--- src/design/mfs_pkg.sv ---
package mfs_pkg;

	// ----------------------------------------
	// Register map (byte addresses)
	// ----------------------------------------
	localparam logic [4:0]  REG_CTRL    = 5'h00;
	localparam logic [4:0]  REG_COUNT   = 5'h04;
	localparam logic [4:0]  REG_STATUS  = 5'h08;
	localparam logic [4:0]  REG_IRQSTAT = 5'h0c;
	localparam logic [4:0]  REG_IRQMASK = 5'h10;

	localparam int          CTRL_GO_BIT = 8;
	localparam logic [15:0] COUNT_RST   = 16'h0000;
	localparam logic [2:0]  IRQ_RST     = 3'h0;

	// ----------------------------------------
	// Interrupt bit positions
	// ----------------------------------------
	localparam int IRQ_DONE = 0;
	localparam int IRQ_UCHK = 1;
	localparam int IRQ_REJ  = 2;

	// ----------------------------------------
	// Command codes
	// ----------------------------------------
	localparam logic [7:0] CMD_SCAN_EQ = 8'h2d;
	localparam logic [7:0] CMD_SCAN_HI = 8'h4d;
	localparam logic [7:0] CMD_SCAN_HE = 8'h6d;
	localparam logic [7:0] CMD_MT_MASK = 8'h80;

	// ----------------------------------------
	// Ending status bits
	// ----------------------------------------
	localparam logic [7:0] ST_SM = 8'h40;
	localparam logic [7:0] ST_CE = 8'h08;
	localparam logic [7:0] ST_DE = 8'h04;
	localparam logic [7:0] ST_UC = 8'h02;

	localparam logic [7:0] MASK_SKIP   = 8'hff;
	localparam logic [1:0] INDEX_LIMIT = 2'd2;

	// ----------------------------------------
	// Types
	// ----------------------------------------
	typedef enum logic [1:0] {CondEq, CondHi, CondHe} mfs_cond_t;
	typedef enum logic [1:0] {RelEq, RelHi, RelLo} mfs_rel_t;
	typedef enum logic [2:0] {StIdle, StWaitRec, StCompare, StJudge} mfs_state_t;

endpackage

--- src/design/mfs_cmp_if.sv ---
`timescale 1ns/1ns
interface mfs_cmp_if;
	import mfs_pkg::*;
	logic       clear;
	logic       step;
	logic [7:0] fieldByte;
	logic [7:0] maskByte;
	mfs_rel_t   rel;
	modport ctl  (output clear, output step, output fieldByte, output maskByte, input rel);
	modport unit (input clear, input step, input fieldByte, input maskByte, output rel);
endinterface

--- src/design/mfs_compare.sv ---
`timescale 1ns/1ns
module mfs_compare (
	// Clock and reset
	input  wire logic core_clk,
	input  wire logic rst_b,
	// Compare channel
	mfs_cmp_if.unit   cmp
);
	import mfs_pkg::*;

	typedef struct packed {
		mfs_rel_t rel;
	} mfs_cmp_state_t;

	mfs_cmp_state_t st_r;
	mfs_cmp_state_t st_nxt;

	// ----------------------------------------
	// Byte relation update
	// ----------------------------------------
	function automatic mfs_rel_t nextRel(mfs_rel_t cur, logic [7:0] f, logic [7:0] m);
		mfs_rel_t r;
		r = cur;
		if (m != MASK_SKIP && cur == RelEq) begin
			if (f > m) begin
				r = RelHi;
			end else if (f < m) begin
				r = RelLo;
			end
		end
		return r;
	endfunction

	always_comb begin
		st_nxt = st_r;
		if (cmp.clear) begin
			st_nxt.rel = RelEq;
		end else if (cmp.step) begin
			st_nxt.rel = nextRel(st_r.rel, cmp.fieldByte, cmp.maskByte);
		end
	end

	always_ff @(posedge core_clk or negedge rst_b) begin
		if (!rst_b) begin
			st_r <= '{rel: RelEq};
		end else begin
			st_r <= st_nxt;
		end
	end

	assign cmp.rel = st_r.rel;

endmodule

--- src/design/mfs_scan_search.sv ---
// Chosen here: the placing of the registers and the Avalon-MM slave port.
`timescale 1ns/1ns
//
// Contract
// - Decode equal, high, high-or-equal scan commands
// - Accept each command with or without multitrack
// - Skip all-ones mask positions, compare others
// - Satisfied adds status modifier to CE DE
// - Multitrack searches tracks until cylinder end
// - Single track: two index marks, record not found
// - Zero key length compares data only
// - Long count ends when field length exhausted
// - Parity, overrun, data check give unit check
module mfs_scan_search (
	// Clock and reset
	input  wire logic        core_clk,
	input  wire logic        rst_b,
	// Avalon-MM slave
	input  wire logic [4:0]  avs_address,
	input  wire logic        avs_read,
	input  wire logic        avs_write,
	input  wire logic [31:0] avs_writedata,
	output logic      [31:0] avs_readdata,
	output logic             avs_waitrequest,
	// Interrupt
	output logic             irq,
	// Channel mask stream and ending status
	input  wire logic [7:0]  maskByte,
	input  wire logic        maskValid,
	output logic             maskReady,
	output logic      [7:0]  endStatus,
	output logic             endStatusValid,
	// Disk record stream
	input  wire logic        recStart,
	input  wire logic [7:0]  keyFieldLength,
	input  wire logic [15:0] dataFieldLength,
	input  wire logic [7:0]  fieldByte,
	input  wire logic        fieldValid,
	input  wire logic        indexMark,
	input  wire logic        endOfCylinder,
	output logic             trackAdvance,
	// Error reports
	input  wire logic        busOutParityErr,
	input  wire logic        overrunErr,
	input  wire logic        dataCheckErr
);
	import mfs_pkg::*;

	// ----------------------------------------
	// State
	// ----------------------------------------
	typedef struct packed {
		mfs_state_t  state;
		mfs_cond_t   cond;
		logic        multitrack;
		logic [7:0]  command;
		logic [15:0] count;
		logic [16:0] remain;
		logic [1:0]  indexSeen;
		logic        errSeen;
		logic        noRecord;
		logic        cylEnd;
		logic [7:0]  lastStatus;
		logic [7:0]  endStatus;
		logic        endValid;
		logic        trackAdv;
		logic [2:0]  irqStat;
		logic [2:0]  irqMask;
		logic        ack;
		logic [31:0] rdata;
	} mfs_main_state_t;

	mfs_main_state_t st_r;
	mfs_main_state_t st_nxt;

	mfs_cmp_if cmpBus ();

	mfs_compare u_compare (
		.core_clk (core_clk),
		.rst_b    (rst_b),
		.cmp      (cmpBus)
	);

	// ----------------------------------------
	// Helpers
	// ----------------------------------------
	function automatic logic isScan(logic [7:0] cmd);
		logic [7:0] base;
		base = cmd & ~CMD_MT_MASK;
		return (base == CMD_SCAN_EQ) || (base == CMD_SCAN_HI) || (base == CMD_SCAN_HE);
	endfunction

	function automatic logic condMet(mfs_cond_t c, mfs_rel_t r);
		logic ok;
		case (c)
			CondEq: begin
				ok = (r == RelEq);
			end
			CondHi: begin
				ok = (r == RelHi);
			end
			CondHe: begin
				ok = (r != RelLo);
			end
			default: begin
				ok = 1'b0;
			end
		endcase
		return ok;
	endfunction

	function automatic logic [16:0] cmpLength(logic [15:0] cnt, logic [16:0] len);
		logic [16:0] n;
		if ({1'b0, cnt} < len) begin
			n = {1'b0, cnt};
		end else begin
			n = len;
		end
		return n;
	endfunction

	// ----------------------------------------
	// Bus decode
	// ----------------------------------------
	logic        busGo;
	logic        wrStrobe;
	logic        rdFirst;
	logic [16:0] recLen;
	logic [7:0]  baseCmd;
	logic [2:0]  irqEvents;
	logic [7:0]  finStatus;
	logic        finish;
	logic        finUc;
	logic        takeByte;

	assign wrStrobe = avs_write && st_r.ack;
	assign rdFirst  = avs_read && !st_r.ack;
	assign busGo    = wrStrobe && (avs_address == REG_CTRL) && avs_writedata[CTRL_GO_BIT];
	assign recLen   = {9'h000, keyFieldLength} + {1'b0, dataFieldLength};
	assign baseCmd  = avs_writedata[7:0] & ~CMD_MT_MASK;

	assign avs_waitrequest = (avs_read || avs_write) && !st_r.ack;
	assign avs_readdata    = st_r.rdata;
	assign irq             = |(st_r.irqStat & st_r.irqMask);
	assign endStatus       = st_r.endStatus;
	assign endStatusValid  = st_r.endValid;
	assign trackAdvance    = st_r.trackAdv;

	// ----------------------------------------
	// Field and mask bytes
	// ----------------------------------------
	// A field byte counts only while compare length remains
	assign takeByte           = (st_r.state == StCompare) && fieldValid && (st_r.remain != 17'h00000);
	assign maskReady          = takeByte;
	assign cmpBus.clear       = (st_r.state == StWaitRec) && recStart;
	assign cmpBus.step        = takeByte && maskValid;
	assign cmpBus.fieldByte   = fieldByte;
	assign cmpBus.maskByte    = maskByte;

	// ----------------------------------------
	// Next state
	// ----------------------------------------
	always_comb begin
		st_nxt    = st_r;
		irqEvents = 3'h0;
		finish    = 1'b0;
		finUc     = 1'b0;
		finStatus = ST_CE | ST_DE;

		st_nxt.endValid = 1'b0;
		st_nxt.trackAdv = 1'b0;
		st_nxt.ack      = (avs_read || avs_write) && !st_r.ack;

		// Register reads
		if (rdFirst) begin
			case (avs_address)
				REG_CTRL: begin
					st_nxt.rdata = {24'h000000, st_r.command};
				end
				REG_COUNT: begin
					st_nxt.rdata = {16'h0000, st_r.count};
				end
				REG_STATUS: begin
					st_nxt.rdata = {21'h000000, st_r.cylEnd, st_r.noRecord,
						st_r.state != StIdle, st_r.lastStatus};
				end
				REG_IRQSTAT: begin
					st_nxt.rdata = {29'h00000000, st_r.irqStat};
				end
				REG_IRQMASK: begin
					st_nxt.rdata = {29'h00000000, st_r.irqMask};
				end
				default: begin
					st_nxt.rdata = 32'h00000000;
				end
			endcase
		end

		// Register writes
		if (wrStrobe) begin
			case (avs_address)
				REG_COUNT: begin
					st_nxt.count = avs_writedata[15:0];
				end
				REG_IRQSTAT: begin
					st_nxt.irqStat = st_r.irqStat & ~avs_writedata[2:0];
				end
				REG_IRQMASK: begin
					st_nxt.irqMask = avs_writedata[2:0];
				end
				default: begin
				end
			endcase
		end

		// Errors gathered while a search runs
		if (st_r.state != StIdle && (busOutParityErr || overrunErr || dataCheckErr)) begin
			st_nxt.errSeen = 1'b1;
		end

		case (st_r.state)
			StIdle: begin
				if (busGo) begin
					st_nxt.command = avs_writedata[7:0];
					if (isScan(avs_writedata[7:0])) begin
						st_nxt.multitrack = avs_writedata[7];
						case (baseCmd)
							CMD_SCAN_EQ: begin
								st_nxt.cond = CondEq;
							end
							CMD_SCAN_HI: begin
								st_nxt.cond = CondHi;
							end
							default: begin
								st_nxt.cond = CondHe;
							end
						endcase
						st_nxt.state     = StWaitRec;
						st_nxt.indexSeen = 2'd0;
						st_nxt.errSeen   = 1'b0;
						st_nxt.noRecord  = 1'b0;
						st_nxt.cylEnd    = 1'b0;
					end else begin
						irqEvents[IRQ_REJ] = 1'b1;
						st_nxt.endStatus   = ST_CE | ST_DE | ST_UC;
						st_nxt.lastStatus  = ST_CE | ST_DE | ST_UC;
						st_nxt.endValid    = 1'b1;
					end
				end
			end
			StWaitRec: begin
				if (indexMark) begin
					if (st_r.multitrack) begin
						if (endOfCylinder) begin
							st_nxt.cylEnd = 1'b1;
							finish        = 1'b1;
						end else begin
							st_nxt.trackAdv = 1'b1;
						end
					end else if (st_r.indexSeen + 2'd1 == INDEX_LIMIT) begin
						st_nxt.noRecord = 1'b1;
						finUc           = 1'b1;
						finish          = 1'b1;
					end else begin
						st_nxt.indexSeen = st_r.indexSeen + 2'd1;
					end
				end else if (recStart) begin
					// Compare length is the shorter of count and key plus data
					st_nxt.remain = cmpLength(st_r.count, recLen);
					st_nxt.state = StCompare;
				end
			end
			StCompare: begin
				if (takeByte && !maskValid) begin
					st_nxt.errSeen = 1'b1;
				end
				if (st_r.remain == 17'h00000) begin
					st_nxt.state = StJudge;
				end else if (fieldValid) begin
					st_nxt.remain = st_r.remain - 17'h00001;
				end
			end
			StJudge: begin
				if (condMet(st_r.cond, cmpBus.rel)) begin
					finStatus = ST_CE | ST_DE | ST_SM;
					finish    = 1'b1;
				end else begin
					st_nxt.state = StWaitRec;
				end
			end
			default: begin
				st_nxt.state = StIdle;
			end
		endcase

		// Ending status
		if (finish) begin
			if (finUc || st_nxt.errSeen) begin
				finStatus          = finStatus | ST_UC;
				irqEvents[IRQ_UCHK] = 1'b1;
			end
			irqEvents[IRQ_DONE] = 1'b1;
			st_nxt.endStatus    = finStatus;
			st_nxt.lastStatus   = finStatus;
			st_nxt.endValid     = 1'b1;
			st_nxt.state        = StIdle;
		end

		// New events win over a clear in the same cycle
		st_nxt.irqStat = st_nxt.irqStat | irqEvents;
	end

	// ----------------------------------------
	// Registers
	// ----------------------------------------
	always_ff @(posedge core_clk or negedge rst_b) begin
		if (!rst_b) begin
			st_r <= '{
				state:      StIdle,
				cond:       CondEq,
				multitrack: 1'b0,
				command:    8'h00,
				count:      COUNT_RST,
				remain:     17'h00000,
				indexSeen:  2'd0,
				errSeen:    1'b0,
				noRecord:   1'b0,
				cylEnd:     1'b0,
				lastStatus: 8'h00,
				endStatus:  8'h00,
				endValid:   1'b0,
				trackAdv:   1'b0,
				irqStat:    IRQ_RST,
				irqMask:    IRQ_RST,
				ack:        1'b0,
				rdata:      32'h00000000
			};
		end else begin
			st_r <= st_nxt;
		end
	end

endmodule

--- config.mk ---
export PLATFORM = sky130hd
export DESIGN_NAME = mfs_scan_search
export DESIGN_NICKNAME = d
export VERILOG_FILES = /design/src/design/mfs_pkg.sv /design/src/design/mfs_cmp_if.sv /design/src/design/mfs_compare.sv /design/src/design/mfs_scan_search.sv
export SDC_FILE = /design/constraint.sdc
export NUM_CORES = 1
export LEC_CHECK = 0
export ABC_CLOCK_PERIOD_IN_PS = 4600
export BUFFER_PORTS_ARGS = -buffer_cell sky130_fd_sc_hd__buf_2
export CAP_MARGIN = 20
export CORE_MARGIN = 2
export CORE_UTILIZATION = 45
export CTS_BUF_LIST = sky130_fd_sc_hd__clkbuf_8
export DETAILED_ROUTE_END_ITERATION = 10
export GPL_TIMING_DRIVEN = 0
export PLACE_DENSITY = 0.69
export SETUP_SLACK_MARGIN = 0.3
export SLEW_MARGIN = 30
export SYNTH_ARGS = -nofsm -noshare
export SYNTH_HDL_FRONTEND = slang
export SYNTH_SLANG_ARGS = --single-unit
--- constraint.sdc ---
create_clock -name core_clk -period 4.6 [get_ports core_clk]
set_input_delay 0.23 -clock core_clk [delete_from_list [all_inputs] [get_ports core_clk]]
set_output_delay 0.23 -clock core_clk [all_outputs]
set_load 0.005 [all_outputs]
### After elaboration in Yosys (flattened, before gate mapping)

Cells that the tools add are included.

| operators by class | value |
|---|---|
| $add $sub $neg | 3 |
| magnitude comparators | 3 |
| equality and inequality tests | 35 |
| mux-type cells | 65 |
| bitwise logic cells | 4 |
| reductions and logical operators | 46 |

Operator list:

| operator | number |
|---|---|
| 2-to-1 mux 17 bit | 8 |
| case mux 16 bit (5 select lines) | 1 |
| case mux 17 bit (2 select lines) | 1 |
| inequality test 2 bit, second input constant | 13 |
| AND reduction 6 bit | 4 |
| 2-to-1 mux 1 bit | 23 |
| 2-to-1 mux 2 bit | 11 |
| 2-to-1 mux 22 bit | 1 |
| 2-to-1 mux 3 bit | 7 |
| adder 8 x 16 -> 17 bit | 1 |
| zero test 17 bit | 1 |
| less-than comparator 16 x 17 -> 1 bit | 1 |
| nonzero test 17 bit | 1 |
| subtractor 17 x 1 -> 17 bit, second input constant | 1 |
| inequality test 3 bit, second input constant | 5 |
| equality test 7 bit, second input constant | 2 |
| 2-to-1 mux 14 bit | 1 |
| 2-to-1 mux 7 bit | 2 |
| logical AND 1 bit | 12 |
| 2-to-1 mux 6 bit | 2 |
| case mux 2 bit (2 select lines) | 3 |
| case mux 3 bit (4 select lines) | 1 |
| nonzero test 2 bit | 6 |
| equality test 5 x 4 -> 1 bit, second input constant | 2 |
| other kinds (29) | 46 |

| word-level totals | value |
|---|---|
| bits in registers | 111 |
| input port bits | 89 |

### Depth between registers and ports, before layout

| depth | value |
|---|---|
| depth after elaboration | 11 |
| mapped depth | 14 |
| mapped depth without buffers | 13 |

### Cells and area by module

A second synthesis with hierarchy kept.

| second synthesis, totals | value |
|---|---|
| cell total of the unflattened synthesis | 604 |
| area total of the unflattened synthesis | 5599.1 µm² |

By module, submodules not included:

| module | instances | cells each | area each (µm²) | seq. area each (µm²) |
|---|---|---|---|---|
| mfs_scan_search | 1 | 566 | 5286.3 | 1976.9 |
| mfs_compare | 1 | 38 | 312.8 | 50.0 |

### Worst setup path after synthesis

No wires, ideal clock.

| timing | value |
|---|---|
| path type | input-to-reg |
| start | in keyFieldLength[6] |
| end | reg st_r[76] (netlist bit) |
| arrival | 3.377 ns |
| required time | 4.474 ns |
| setup slack | 1.097 ns |
| stages on the path | 13 |
| buffers on the path | 0 |
| path through | ha_1 -> a211oi_1 -> nand2_1 -> o211ai_1 -> nor2_1 -> xnor2_1 -> ha_1 -> nand3_1 -> nor2_1 -> nand3_1 -> o31ai_1 -> nand2_1 -> a311o_1 |

| on the way | value |
|---|---|
| word-level cells in the longest chain between the ends | 6 |

Ends and longest elaborated chain:

| element | RTL line | RTL |
|---|---|---|
| start: declaration | mfs_scan_search.sv:35 | `input wire logic [7:0] keyFieldLength,` |
| adder 8 x 16 -> 17 bit (*) | mfs_scan_search.sv:139 | `assign recLen = {9'h000, keyFieldLength} + {1'b0, dataFieldLength};` |
| less-than comparator 16 x 17 -> 1 bit | mfs_scan_search.sv:114 | `if ({1'b0, cnt} < len) begin` |
| 2-to-1 mux 17 bit (*) | mfs_scan_search.sv:114 |  |
| 2-to-1 mux 17 bit (*) | mfs_scan_search.sv:267 | `end else if (recStart) begin` |
| 2-to-1 mux 17 bit (*) | mfs_scan_search.sv:252 | `if (indexMark) begin` |
| case mux 17 bit (2 select lines) (*) | mfs_scan_search.sv:221 | `case (st_r.state)` |
| end signal: assignment | mfs_scan_search.sv:318 | `st_r <= '{` |
| end signal: assignment | mfs_scan_search.sv:339 | `st_r <= st_nxt;` |
| end: declaration | mfs_scan_search.sv:73 | `mfs_main_state_t st_r;` |

Mark *: on every way between the ends. The rest lies on a longest branch, timed or not. The select of a mux whose other input is x is not followed.
A chain may end at the register's enable or synchronous reset.

### Final worst setup path

| timing | value |
|---|---|
| start | in keyFieldLength[0] |
| end | reg st_r[76] (netlist bit) |

Same word-level chain as after synthesis.

==> summary.txt <==
Clocking
  – TritonCTS clock tree: built
  – Latest clock arrival within the worst-skew pair: 0.36 ns
  – Setup Fix Bufs, Post-CTS: 0
  – TritonCTS Buffers: 9
  – Post_cts resized: 0
  – Clock root buffer: clkbuf_8
  – Clock Sinks: 81
  – # hold bufs at CTS: 1
  – Worst-path clk slew: 0.09 ns
  – CTS H-tree depth: 3
  – CTS max path bufs: 2

Floorplanning
  – Initial core utilization: 45.7%
  – FP Rows: 41
  – Total die area: 0.0136 mm²
  – Die Y: 116 µm
  – Die W: 116 µm
  – Core Area: 0.0125 mm²
  – Io pins: 134

Route
  – Routed length per instance: 16.1 µm
  – Total routed wirelength: 14.9 mm
  – Number of vias per cell: 5.63
  – Vias: 5216
  – Remaining antenna violation count: 0
  – DRT iter0 DRCs: 449
  – DRT Pass-1 Iters: 6
  – DRC errors left: 0

STA
  – Slew HR: 47.7%
  – Final Hold Viols: 0
  – Fmax: 263 MHz
  – Final Max Slew Viols: 0
  – Unrepaired setup endpoints after global routing: false
  – Worst Max-Slew Pin Slew: 0.781 ns
  – Setup TNS: 0 ns
  – Final Setup Violations: 0
  – Tcrit/Tclk final: 82.8%
  – Post-layout min period: 3.81 ns
  – Clock skew: 0.00734 ns

Synth
  – Synth Flop Type: dfrtp_1
  – Async SR Flop Fraction: 100%
  – Sequential fraction of the synthesis area: 35.6%
  – FF+latch count, synth: 81
  – Syn Area/Cell: 9.18 µm²
  – Mapped Cells: 620
  – Total number of yosys warnings: 0
  – Post-synth EDFFs: 0
  – Count of different cell masters after synthesis: 77
  – Netlist Area Pre-Place: 0.00569 mm²

Pwr
  – P per Cell Area: 409 mW/mm²
  – Switching share of total power: 39.4%
  – Total Power: 2.76 mW
  – Peak supply drop: 0.174 mV
  – Pleak: 3.24 nW
  – Sequential power share: 38.3%
  – Switching pwr: 1.09 mW
  – Gate power share: 39.8%
  – Clock share of power: 21.9%
  – P_int: 1.67 mW

Critical path
  – Crit path cell chain: buf_2, ha_1, fa_1, a211oi_1, o211ai_1, nand2_1, xor2_1, ha_1, a21oi_1, o21ai_0, a221oi_1, o31a_1, clkbuf_1, nor4_1, a311o_1
  – Worst path max stage delay: 0.44 ns
  – Worst reg-to-reg path cell count: 7
  – Worst Setup Start Kind: primary input
  – CP startpoint: keyFieldLength[0]
  – Critical Path AT: 4.05 ns
  – Crit path max-delay cell type: fa_1
  – Most frequent CP cell: ha_1
  – Internal reg-to-reg setup slack: 1.76 ns
  – R2r endpoint: st_r[77]
  – CP Capture Type: flip-flop
  – Reg2Reg Launch Point: st_r[106]
  – Worst EP required: 4.84 ns
  – CP endpoint: st_r[76]
  – CP max FO: 10
  – Kind of critical path: in -> reg

Outcome
  – Run status: finished clean

Place
  – GPL Wtd Cong: 0.986
  – Port Buffers: 97
  – Dpl hpwl: 11.7 mm

Cells and area
  – Commonest non-fill, non-tap cell in the layout: buf_2
  – Final layout net count: 877
  – Fillers: 1146
  – Most frequent cells in the layout: 99 x buf_2, 81 x dfrtp_1, 63 x nand2_1
  – Diode count: 0
  – Share of cells above drive strength 1: 26.3%
  – Layout area overhead: 18.5%

Global route
  – Initial antenna violation count: 0
  – First-pass GRT wire length: 23.9 mm
  – Largest net degree at the start of global routing: 67
  – Total Routing Usage GR: 22.4%
  – Vias in the first global route: 4930
  – Congestion Overflow GR: 0

Min path
  – Worst hold path type: in -> reg

Flow run
  – Maxcap violations: 0
## stage by stage
step           instances  worst slack (ns)  cell area (µm²)  hold WS (ns)  util, %
6_report             926             0.791             6750        0.0475     54.1
5_1_grt              926             0.525             6750        0.0344     54.1
4_1_cts              926             0.677             6740        0.0367     54.1
3_5_place_dp         909             0.281             6500        0.0746     52.2
3_3_place_gp         908             0.374             6460         0.431     51.9
2_1_floorplan        639              1.10             5760       -0.0656        -
## power groups by stage
stage	clock network (mW)	logic [mW]	registers, mW
after floorplan	0	0.790	0.997
after global placement	0	1.04	1.05
after detailed placement	0	1.08	1.06
after CTS	0.609	1.09	1.05
after global routing	0.643	1.22	1.08
final	0.604	1.10	1.05
## per-layer routing
metal / global-route usage [%] / part of all wire [%] / vias to the layer above
li1: - / - / 2498
met1: 29.3 / 44 / 2507
met2: 39.0 / 49 / 191
met3: 3.79 / 5.4 / 20
met4: 5.24 / 1.4 / 0
met5: 0 / 0 / -
## cell type report
| class | instances | area [µm²] | share of cell area [%] |
|---|---|---|---|
| Inverter | 25 | 93.8 | 1.39 |
| Buffer | 59 | 377 | 5.58 |
| Multi-Input combinational cell | 474 | 3280 | 48.6 |
| Sequential cell | 81 | 2030 | 30.0 |
| Clock buffer | 11 | 151 | 2.24 |
| Clock inverter | 5 | 77.6 | 1.15 |
| Timing Repair Buffer | 99 | 529 | 7.84 |
| Tap cell | 172 | 215 | 3.19 |
## sequential cells by signal (all words and copies together), names as in the netlist
name / cells
trackAdvance: 1
avs_readdata: 16
st_r: 61
endStatusValid: 1
u_compare.cmp.rel: 2
## worst max-delay path, delay by kind of cell
family / cells / cell delay [ns]
adders and majority gates: 3 / 0.97
xor gates and xnor gates: 1 / 0.29
and+or+nand+nor: 2 / 0.31
AOI/OAI and AO/OA: 7 / 1.79
buffers and inverters: 2 / 0.44
## worst min-delay path by stage
stage,from,endpoint,slack [ns],cells after the start
6_report,endOfCylinder,trackAdvance,0.05,2
5_1_grt,endOfCylinder,trackAdvance,0.03,2
4_1_cts,endOfCylinder,trackAdvance,0.04,2
3_5_place_dp,rst_b,st_r[61],0.07,1
3_3_place_gp,endOfCylinder,trackAdvance,0.43,2
2_1_floorplan,rst_b,avs_readdata[0],-0.07,0
## synthesized netlist by cell type, types with 10 or more instances
master / n / area share (%)
a21oi_1: 29 / 2.6
and3_1: 10 / 1.1
clkbuf_1: 13 / 0.86
buf_4: 40 / 5.3
a22o_1: 10 / 1.5
o21ai_0: 43 / 3.8
nand3_1: 14 / 1.2
nand4_1: 12 / 1.3
nand2_1: 63 / 4.2
xor2_1: 10 / 1.5
inv_1: 25 / 1.6
mux2_2: 23 / 4.6
nor3_1: 13 / 1.1
dfrtp_1: 81 / 36
nor2_1: 34 / 2.2
ha_1: 38 / 8.4
## kinds of logic (layout without fill, tap and decap cells)
group | count (synthesis) | after routing | synth area share [%]
compound gates | 168 | 168 | 20.1
xor+xnor | 15 | 15 | 2.31
fa+ha+maj | 39 | 39 | 8.71
buf+inv | 84 | 199 | 8.27
flops | 81 | 81 | 35.6
mux | 29 | 29 | 6.05
other cells | 1 | 20 | 0.0659
simple gates | 203 | 203 | 18.9
Note: power is estimated with default switching activity, not from simulation.
